### config.mk
export PLATFORM = sky130hd
export DESIGN_NAME = tcpwm_timer
export DESIGN_NICKNAME = d
export VERILOG_FILES = /design/src/rtl/tcpwm_pkg.sv /design/src/rtl/tcpwm_timer.sv
export SDC_FILE = /design/constraint.sdc
export NUM_CORES = 1
export LEC_CHECK = 0
export BUFFER_PORTS_ARGS = -buffer_cell sky130_fd_sc_hd__buf_2
export CAP_MARGIN = 20
export CELL_PAD_IN_SITES_DETAIL_PLACEMENT = 0
export CELL_PAD_IN_SITES_GLOBAL_PLACEMENT = 1
export CORE_MARGIN = 10
export CORE_UTILIZATION = 45
export CTS_CLUSTER_SIZE = 40
export DETAILED_ROUTE_END_ITERATION = 7
export GPL_ROUTABILITY_DRIVEN = 0
export PLACE_DENSITY_LB_ADDON = 0.1
export SLEW_MARGIN = 20
export SYNTH_ARGS = -nofsm -noshare
export SYNTH_HDL_FRONTEND = slang
export SYNTH_SLANG_ARGS = --single-unit
### constraint.sdc
create_clock -name CLOCK -period 9.65 [get_ports CLOCK]
set_input_delay 0.965 -clock CLOCK [delete_from_list [all_inputs] [get_ports CLOCK]]
set_output_delay 0.965 -clock CLOCK [all_outputs]
set_load 0.01 [all_outputs]
### src/rtl/tcpwm_pkg.sv
// Constants shared by the three-channel pulse-width timer
package tcpwm_pkg;

    localparam int NUM_CH = 3;
    localparam int ADDR_W = 16;
    localparam int DATA_W = 8;
    localparam int PRESC_W = 12;

    // Register map: channel n sits at CH_BASE + n * CH_STRIDE
    localparam logic [15:0] CH_BASE = 16'hFEC0;
    localparam logic [15:0] CH_STRIDE = 16'h0004;
    localparam logic [1:0] OFF_CONTROL = 2'h0;
    localparam logic [1:0] OFF_DUTY = 2'h1;
    localparam logic [1:0] OFF_COUNTER = 2'h2;
    localparam logic [15:0] CH1_PWM_CONTROL = 16'hFEC0;
    localparam logic [15:0] CH1_DUTY_COMPARE = 16'hFEC1;
    localparam logic [15:0] CH1_PERIOD_COUNTER = 16'hFEC2;
    localparam logic [15:0] CH2_PWM_CONTROL = 16'hFEC4;
    localparam logic [15:0] CH2_DUTY_COMPARE = 16'hFEC5;
    localparam logic [15:0] CH2_PERIOD_COUNTER = 16'hFEC6;
    localparam logic [15:0] CH3_PWM_CONTROL = 16'hFEC8;
    localparam logic [15:0] CH3_DUTY_COMPARE = 16'hFEC9;
    localparam logic [15:0] CH3_PERIOD_COUNTER = 16'hFECA;

    // Control register fields
    localparam int CTL_RUN_BIT = 7;
    localparam int CTL_POL_BIT = 6;
    localparam int CTL_RSV_HI = 5;
    localparam int CTL_RSV_LO = 3;
    localparam int CTL_CKS_HI = 2;
    localparam int CTL_CKS_LO = 0;
    localparam logic [7:0] CTL_RSV_MASK = 8'h38;
    localparam logic [7:0] CTL_WR_MASK = 8'hC7;

    // Reset values
    localparam logic [7:0] CONTROL_RESET = 8'h38;
    localparam logic [7:0] DUTY_RESET = 8'hFF;
    localparam logic [7:0] COUNTER_RESET = 8'h00;

    // Counting range and duty limits
    localparam logic [7:0] COUNT_FIRST = 8'h00;
    localparam logic [7:0] COUNT_SET = 8'h01;
    localparam logic [7:0] COUNT_LAST = 8'hF9;
    localparam logic [7:0] DUTY_ZERO = 8'h00;
    localparam logic [7:0] DUTY_FULL = 8'hFA;

    // Prescale select codes give divide-by 2^k with these k
    localparam logic [3:0] DIV_LOG2_0 = 4'h1;
    localparam logic [3:0] DIV_LOG2_1 = 4'h3;
    localparam logic [3:0] DIV_LOG2_2 = 4'h5;
    localparam logic [3:0] DIV_LOG2_3 = 4'h7;
    localparam logic [3:0] DIV_LOG2_4 = 4'h8;
    localparam logic [3:0] DIV_LOG2_5 = 4'hA;
    localparam logic [3:0] DIV_LOG2_6 = 4'hB;
    localparam logic [3:0] DIV_LOG2_7 = 4'hC;

    localparam logic [7:0] READ_UNMAPPED = 8'h00;

endpackage

### src/rtl/tcpwm_timer.sv
// Three-channel pulse-width timer with register port and pin muxing
// What this block does
// - Three identical channels, each with control, duty, counter and output pin.
// - Counter steps once per selected clock pulse, 0x00 to 0xF9, then wraps.
// - Enable bit 0 holds counter at 0x00, stopped, pulse output disabled.
// - Enable bit 7 set runs the counter; the channel drives the pin when pulse routing is on and serial routing off.
// - Prescale code 0..7 selects divide by 2, 8, 32, 128, 256, 1024, 2048, 4096.
// - Period is 250 counting-clock periods, one step is 1/250 duty.
// - Duty 0x02 and above sets internal pulse when counter steps 0x00 to 0x01.
// - Internal pulse returns to 0 when counter steps to the duty value.
// - Duty zero holds internal pulse at 0 all period.
// - Duty 0xFA to 0xFF holds internal pulse at 1.
// - Duty written while running takes effect after counter wraps 0xF9 to 0x00.
// - Duty written while stopped takes effect at once.
// - Duty read returns the active value, not the pending one.
// - Polarity bit 6 clear gives high for 1; set inverts the pin.
// - Control bits 5 to 3 ignore writes and read as 1.
// - Reset and standby set control 0x38, duty 0xFF, counter 0x00.
// - Disabled channel pin behaves as an ordinary port pin.
module tcpwm_timer #(
    parameter int PRESC_W = tcpwm_pkg::PRESC_W
) (
    input wire logic CLOCK,
    input wire logic RST_B,
    input wire logic STANDBY,
    input wire logic [15:0] REG_ADDR,
    input wire logic [7:0] REG_WDATA,
    input wire logic REG_WR,
    input wire logic REG_RD,
    output logic [7:0] REG_RDATA,
    input wire logic PORT9_PULSE_ROUTE_EN,
    input wire logic PORT9_SERIAL_ROUTE_EN,
    input wire logic [2:0] PORT9_DATA,
    input wire logic [2:0] PORT9_DIR,
    output logic PULSE_OUT_CH1,
    output logic PULSE_OE_CH1,
    output logic PULSE_OUT_CH2,
    output logic PULSE_OE_CH2,
    output logic PULSE_OUT_CH3,
    output logic PULSE_OE_CH3
);

    localparam int NCH = tcpwm_pkg::NUM_CH;

    // Shift amount for a prescale select code
    function automatic logic [3:0] div_log2(input logic [2:0] sel);
        logic [3:0] k;
        k = tcpwm_pkg::DIV_LOG2_0;
        unique case (sel)
            3'h0: k = tcpwm_pkg::DIV_LOG2_0;
            3'h1: k = tcpwm_pkg::DIV_LOG2_1;
            3'h2: k = tcpwm_pkg::DIV_LOG2_2;
            3'h3: k = tcpwm_pkg::DIV_LOG2_3;
            3'h4: k = tcpwm_pkg::DIV_LOG2_4;
            3'h5: k = tcpwm_pkg::DIV_LOG2_5;
            3'h6: k = tcpwm_pkg::DIV_LOG2_6;
            3'h7: k = tcpwm_pkg::DIV_LOG2_7;
        endcase
        return k;
    endfunction

    // One cycle in every 2^k: the low k prescaler bits are all ones
    function automatic logic tap_pulse(input logic [PRESC_W-1:0] presc, input logic [2:0] sel);
        logic [PRESC_W-1:0] mask;
        mask = PRESC_W'((PRESC_W+1)'(1) << div_log2(sel)) - PRESC_W'(1);
        return (presc & mask) == mask;
    endfunction

    // Next counter value, wrapping after the last count
    function automatic logic [7:0] count_step(input logic [7:0] cnt);
        return (cnt == tcpwm_pkg::COUNT_LAST) ? tcpwm_pkg::COUNT_FIRST : cnt + 8'h01;
    endfunction

    // Write strobe aimed at one register of the selected channel
    function automatic logic wr_hit(input logic wr, input logic sel, input logic [1:0] off, input logic [1:0] want);
        return wr && sel && (off == want);
    endfunction

    // Free-running prescaler shared by all channels
    logic [PRESC_W-1:0] presc_reg;
    logic [PRESC_W-1:0] presc_next;

    assign presc_next = STANDBY ? '0 : presc_reg + PRESC_W'(1);

    always_ff @(posedge CLOCK or negedge RST_B) begin
        if (!RST_B) begin
            presc_reg <= '0;
        end else begin
            presc_reg <= presc_next;
        end
    end

    // Address decode
    logic addr_in_block;
    logic [15:0] addr_rel;
    logic [1:0] addr_ch;
    logic [1:0] addr_off;
    logic addr_hit;

    assign addr_rel = REG_ADDR - tcpwm_pkg::CH_BASE;
    assign addr_ch = addr_rel[3:2];
    assign addr_off = addr_rel[1:0];
    assign addr_in_block = (REG_ADDR >= tcpwm_pkg::CH_BASE) && (addr_rel[15:4] == 12'h000);
    assign addr_hit = addr_in_block && (addr_ch < 2'(NCH)) && (addr_off != 2'h3);

    // Per-channel state
    logic [7:0] ctrl_reg [NCH];
    logic [7:0] duty_act_reg [NCH];
    logic [7:0] duty_pend_reg [NCH];
    logic [7:0] cnt_reg [NCH];
    logic pulse_reg [NCH];
    logic [NCH-1:0] pin_out;
    logic [NCH-1:0] pin_oe;

    genvar ch;
    generate
        for (ch = 0; ch < NCH; ch++) begin : g_ch
            logic sel_ch;
            logic wr_ctrl;
            logic wr_duty;
            logic wr_cnt;
            logic run;
            logic pol;
            logic tick;
            logic wrap;
            logic [7:0] cnt_inc;
            logic [7:0] duty_eff;
            logic [7:0] ctrl_next;
            logic [7:0] duty_act_next;
            logic [7:0] duty_pend_next;
            logic [7:0] cnt_next;
            logic pulse_step;
            logic pulse_next;
            logic drive_pulse;

            assign sel_ch = addr_hit && (addr_ch == 2'(ch));
            assign wr_ctrl = wr_hit(REG_WR, sel_ch, addr_off, tcpwm_pkg::OFF_CONTROL);
            assign wr_duty = wr_hit(REG_WR, sel_ch, addr_off, tcpwm_pkg::OFF_DUTY);
            assign wr_cnt = wr_hit(REG_WR, sel_ch, addr_off, tcpwm_pkg::OFF_COUNTER);

            assign run = ctrl_reg[ch][tcpwm_pkg::CTL_RUN_BIT];
            assign pol = ctrl_reg[ch][tcpwm_pkg::CTL_POL_BIT];
            assign tick = run && tap_pulse(presc_reg, ctrl_reg[ch][tcpwm_pkg::CTL_CKS_HI:tcpwm_pkg::CTL_CKS_LO]);
            assign cnt_inc = count_step(cnt_reg[ch]);
            assign wrap = tick && (cnt_reg[ch] == tcpwm_pkg::COUNT_LAST);

            // Reserved bits stay one whatever is written
            assign ctrl_next = (REG_WDATA & tcpwm_pkg::CTL_WR_MASK) | tcpwm_pkg::CTL_RSV_MASK;

            // Counter: cleared while stopped, test write beats a step
            always_comb begin
                cnt_next = cnt_reg[ch];
                if (!run) begin
                    cnt_next = tcpwm_pkg::COUNTER_RESET;
                end else if (wr_cnt) begin
                    cnt_next = REG_WDATA;
                end else if (tick) begin
                    cnt_next = cnt_inc;
                end
            end

            // Double-buffered duty
            always_comb begin
                duty_pend_next = duty_pend_reg[ch];
                duty_act_next = duty_act_reg[ch];
                if (wr_duty) begin
                    duty_pend_next = REG_WDATA;
                end
                if (wr_duty && !run) begin
                    duty_act_next = REG_WDATA;
                end else if (wrap) begin
                    duty_act_next = wr_duty ? REG_WDATA : duty_pend_reg[ch];
                end
            end

            // Duty used for the step that is taking place
            assign duty_eff = wrap ? duty_act_next : duty_act_reg[ch];

            // Internal pulse on each counter step
            always_comb begin
                pulse_step = pulse_reg[ch];
                if (duty_eff == tcpwm_pkg::DUTY_ZERO) begin
                    pulse_step = 1'b0;
                end else if (duty_eff >= tcpwm_pkg::DUTY_FULL) begin
                    pulse_step = 1'b1;
                end else if (cnt_inc == duty_eff) begin
                    pulse_step = 1'b0;
                end else if (cnt_inc == tcpwm_pkg::COUNT_SET) begin
                    pulse_step = 1'b1;
                end
            end

            always_comb begin
                pulse_next = pulse_reg[ch];
                if (!run) begin
                    pulse_next = 1'b0;
                end else if (tick && !wr_cnt) begin
                    pulse_next = pulse_step;
                end
            end

            // Standby reinitialises like reset, but only on a clock edge
            always_ff @(posedge CLOCK or negedge RST_B) begin
                if (!RST_B) begin
                    ctrl_reg[ch] <= tcpwm_pkg::CONTROL_RESET;
                end else if (STANDBY) begin
                    ctrl_reg[ch] <= tcpwm_pkg::CONTROL_RESET;
                end else if (wr_ctrl) begin
                    ctrl_reg[ch] <= ctrl_next;
                end
            end

            always_ff @(posedge CLOCK or negedge RST_B) begin
                if (!RST_B) begin
                    duty_act_reg[ch] <= tcpwm_pkg::DUTY_RESET;
                end else if (STANDBY) begin
                    duty_act_reg[ch] <= tcpwm_pkg::DUTY_RESET;
                end else begin
                    duty_act_reg[ch] <= duty_act_next;
                end
            end

            always_ff @(posedge CLOCK or negedge RST_B) begin
                if (!RST_B) begin
                    duty_pend_reg[ch] <= tcpwm_pkg::DUTY_RESET;
                end else if (STANDBY) begin
                    duty_pend_reg[ch] <= tcpwm_pkg::DUTY_RESET;
                end else begin
                    duty_pend_reg[ch] <= duty_pend_next;
                end
            end

            always_ff @(posedge CLOCK or negedge RST_B) begin
                if (!RST_B) begin
                    cnt_reg[ch] <= tcpwm_pkg::COUNTER_RESET;
                end else if (STANDBY) begin
                    cnt_reg[ch] <= tcpwm_pkg::COUNTER_RESET;
                end else begin
                    cnt_reg[ch] <= cnt_next;
                end
            end

            always_ff @(posedge CLOCK or negedge RST_B) begin
                if (!RST_B) begin
                    pulse_reg[ch] <= 1'b0;
                end else if (STANDBY) begin
                    pulse_reg[ch] <= 1'b0;
                end else begin
                    pulse_reg[ch] <= pulse_next;
                end
            end

            // Pin: pulse logic only when enabled and routed, else the port register
            assign drive_pulse = run && PORT9_PULSE_ROUTE_EN && !PORT9_SERIAL_ROUTE_EN;
            assign pin_out[ch] = drive_pulse ? (pulse_reg[ch] ^ pol) : PORT9_DATA[ch];
            assign pin_oe[ch] = drive_pulse ? 1'b1 : PORT9_DIR[ch];
        end
    endgenerate

    assign PULSE_OUT_CH1 = pin_out[0];
    assign PULSE_OE_CH1 = pin_oe[0];
    assign PULSE_OUT_CH2 = pin_out[1];
    assign PULSE_OE_CH2 = pin_oe[1];
    assign PULSE_OUT_CH3 = pin_out[2];
    assign PULSE_OE_CH3 = pin_oe[2];

    // Read path, answered in the cycle after the strobe
    logic [7:0] rd_mux;
    logic [7:0] rdata_reg;
    logic [7:0] rdata_next;
    logic [1:0] rd_ch;

    assign rd_ch = (addr_ch < 2'(NCH)) ? addr_ch : 2'h0;

    always_comb begin
        rd_mux = tcpwm_pkg::READ_UNMAPPED;
        if (addr_hit) begin
            unique case (addr_off)
                tcpwm_pkg::OFF_CONTROL: rd_mux = ctrl_reg[rd_ch] | tcpwm_pkg::CTL_RSV_MASK;
                tcpwm_pkg::OFF_DUTY: rd_mux = duty_act_reg[rd_ch];
                tcpwm_pkg::OFF_COUNTER: rd_mux = cnt_reg[rd_ch];
                default: rd_mux = tcpwm_pkg::READ_UNMAPPED;
            endcase
        end
    end

    assign rdata_next = REG_RD ? rd_mux : tcpwm_pkg::READ_UNMAPPED;

    always_ff @(posedge CLOCK or negedge RST_B) begin
        if (!RST_B) begin
            rdata_reg <= tcpwm_pkg::READ_UNMAPPED;
        end else begin
            rdata_reg <= rdata_next;
        end
    end

    assign REG_RDATA = rdata_reg;

endmodule

==> results.md <==
- Register bit total from synthesis: 110
- Die W: ~150 µm
- Clock Skews: ~9.2 ps
- Pleak: 3.49 nW
- R2r endpoint: pulse_reg[2]$_DFFE_PN0P_
- Setup CP Type: register to register
- RSZ-0062 raised after global routing: false
- Hold-fix buffers, CTS: 0
- Sequential area share after synthesis: a little over a third
- Slew Viols, Final: 0
- Worst rel slew slack: between 20 and 30%
- Number of synthesized flops with an enable pin: 0
- Flop pwr share: 49.5%
- Max clock buf depth: 2
- Slew @ Worst Pin: 1090 ps
- Maximum number of pins on one net before global-route repair: 79
- Switching Fraction: between 20% and 30%
- Synth cell count leaders: 132 x nor2_1, 71 x nand2_1, 63 x a21oi_1
- Die height: 154 µm
- Area post-placement: between 0.008 and 0.009 mm²
- Area of the multi-input gates: 0.00494 mm²
- Status: complete, no violations
- Num CTS Buffers: 9
- Antenna cells: 0
- Comb pwr share: under 10%
- VDD IR max: 0.110 mV
- Placeable Area: approximately 0.017 mm²
- Share of cells above drive strength 1: 17.1%
- TritonCTS clock tree: built
- Hold crit path type: register to register
- Area fraction of the dominant cell type after synthesis: about a fifth
- FP Rows: 48
- Critical Path Fanout Max: 9
- Max-Cap Viols: 0
- Antenna violations before repair: 0
- Reg2Reg Setup Slack: 5750 ps
- Worst Hold Depth: 2
- Slowest stage delay, CP: roughly 670 ps
- Setup Viol. Count Final: 0
- # IOs: roughly 50
- CP Cell Sequence: inv_1 > ha_1 > nor3b_1 > mux2_2 > o41ai_2 > nand3_1 > o31a_1 > a2111oi_0 > a41o_1 > a211oi_1
- Vias: roughly 7,400
- Post-CTS sizing: 0
- # clock sinks: 110
- Postcts setup bufs: 0
- Startpoint Class: register
- Mapped Area: 0.00810 mm²
- Starting Density: 46.3%
- # port buffers: 50
- R2R depth: 10
- CP max-delay cell: o41ai_2
- Switching power: between 0.2 and 0.25 mW
- First-pass GRT wire length: ~42,000 µm
- Final critical-path share of the clock period: 40.4%
- Vias in the first global route: approximately 7,300
- HPWL after DPL: approximately 19,000 µm
- Clock transition at path regs: approximately 80 ps
- Top area cells in the synthesized netlist: dfrtp_1 19%, dfstp_2 16%, mux2i_1 7.0%, nor2_1 6.1%, a21oi_1 3.9%
- H-Tree Depth: 3
- Clock Latency Late Sink: approximately 370 ps
- Hold EP: presc_reg[4]$_DFF_PN0_
- Pre-antenna DRT Iters: 5
- Netlist cell types: 79
- Hold Path Origin: presc_reg[4]$_DFF_PN0_
- Synth Warn #: 0
- Root buf cell: clkbuf_16
- Yosys top cell by area: dfrtp_1
- Clock group share of total power: 43.5%
- Critical Path RT: slightly below 10,000 ps
- Top_reg_cell synth: dfrtp_1
- Crit. End Element: register
- Vias per cell: 6.29
- Internal power: around 0.71 mW
- Storage cell area: between 0.002 and 0.003 mm²
- Routed len/inst: roughly 22 µm
- Synth Area per Inst: around 8.5 µm²
- Synthesized instance count: between 900 and 1,000
- R2r startpoint: ctrl_reg[16]$_DFFE_PN0P_
- Final WL: around 26,000 µm
- PwrDens: 108 mW/mm²
- Die ar.: about 0.024 mm²
- First DRT Iteration DRCs: 882
- GRT Resource Usage Total: a little over a fifth
- Max Freq: around 0.26 GHz
- Final instance area: roughly 0.0087 mm²
- GR Overflow Total: 0
- Final critical path time including I/O delays and setup: ~3900 ps
- Synth-to-Final Area Change: 7.79%
- WP data arrival: between 4000 and 5000 ps
- Fillers: 1,730
- # nets final: 1,008
- Cell with the most instances after synthesis: nor2_1
- Residual DRC: 0
- TNS Setup: 0 ps
- Final hold violation count: 0
- Antenna viol nets, final: 0
- Async SR Flop Fraction: 100%
-- power groups by stage --
stage | Clock, mW | Sequential (mW) | Combinational, mW
final | 0.408 | 0.465 | 0.0654
after global routing | 0.429 | 0.465 | 0.0715
after CTS | 0.415 | 0.465 | 0.0655
after detailed placement | 0 | 0.473 | 0.0652
after global placement | 0 | 0.473 | 0.0640
after floorplan | 0 | 0.472 | 0.0314
-- how the worst max path moves through the flow --
stage	slack [ps]	to	from
detailed placement	5520	duty_act_reg[10]$_DFF_PN1_	REG_ADDR[2]
finish	5750	pulse_reg[2]$_DFFE_PN0P_	ctrl_reg[16]$_DFFE_PN0P_
CTS	5840	pulse_reg[2]$_DFFE_PN0P_	ctrl_reg[16]$_DFFE_PN0P_
global route	5560	pulse_reg[2]$_DFFE_PN0P_	ctrl_reg[16]$_DFFE_PN0P_
global placement	5630	duty_act_reg[8]$_DFF_PN1_	REG_ADDR[2]
floorplan	6360	pulse_reg[1]$_DFFE_PN0P_	REG_ADDR[8]
-- worst max-delay path: cells and delay by family, from the launching register on --
family / cells / cell delay, ps
AND/OR/NAND/NOR: 2 / 770
buffers and inverters: 1 / 120
AO/OA/AOI/OAI: 5 / 1690
adder cells (fa/ha/maj): 1 / 340
flip-flops: 1 / 470
multiplexers: 1 / 370
-- cells by family after synthesis --
kind of cell	Yosys count	synth area share (%)
xor+xnor	31	3.35
simple gates	377	23.4
compound gates	255	22.1
buf+inv	88	4.39
fa+ha+maj	16	2.47
flops	110	34.7
mux	74	9.55
other cells	1	0.0463
-- area by class of cell --
class	instances	area share (%)
inverter	22	0.946
clock inverter	4	0.832
clock buffer	12	2.71
tap	225	3.23
multi-input combinational	756	56.6
timing repair buffer	56	3.41
sequential	110	32.2
-- metrics by stage --
step	hold slack, ps	worst slack [ps]	instances	utilization, %	power, mW
final	580	5750	1185	49.9	0.938
after global routing	608	5560	1185	49.9	0.965
after CTS	582	5840	1185	49.9	0.945
after detailed placement	560	5520	1169	48.1	0.538
after global placement	541	5630	1169	48.1	0.537
after floorplan	493	6360	954	-	0.504
-- layout by cell type, fill, tap and decap left out, types with 17 or more instances in the layout --
cell	count
nor2_1	132
nand2_1	71
a21oi_1	63
dfrtp_1	62
mux2i_1	57
buf_2	49
dfstp_2	48
o21ai_0	43
a211oi_1	32
nand2b_1	28
a211o_1	23
nand3_1	23
inv_1	21
nor3_1	19
nand4_1	17
xnor2_1	17
-- layer usage --
layer / share of wire, % / up-vias / GRT usage [%]
met5: 0 / - / 0
li1: - / 3490 / -
met1: 47 / 3612 / 30.9
met2: 44 / 294 / 31.8
met3: 6.9 / 53 / 4.49
met4: 2.1 / 0 / 7.06
No activity file was read; power rests on OpenSTA's default activity.
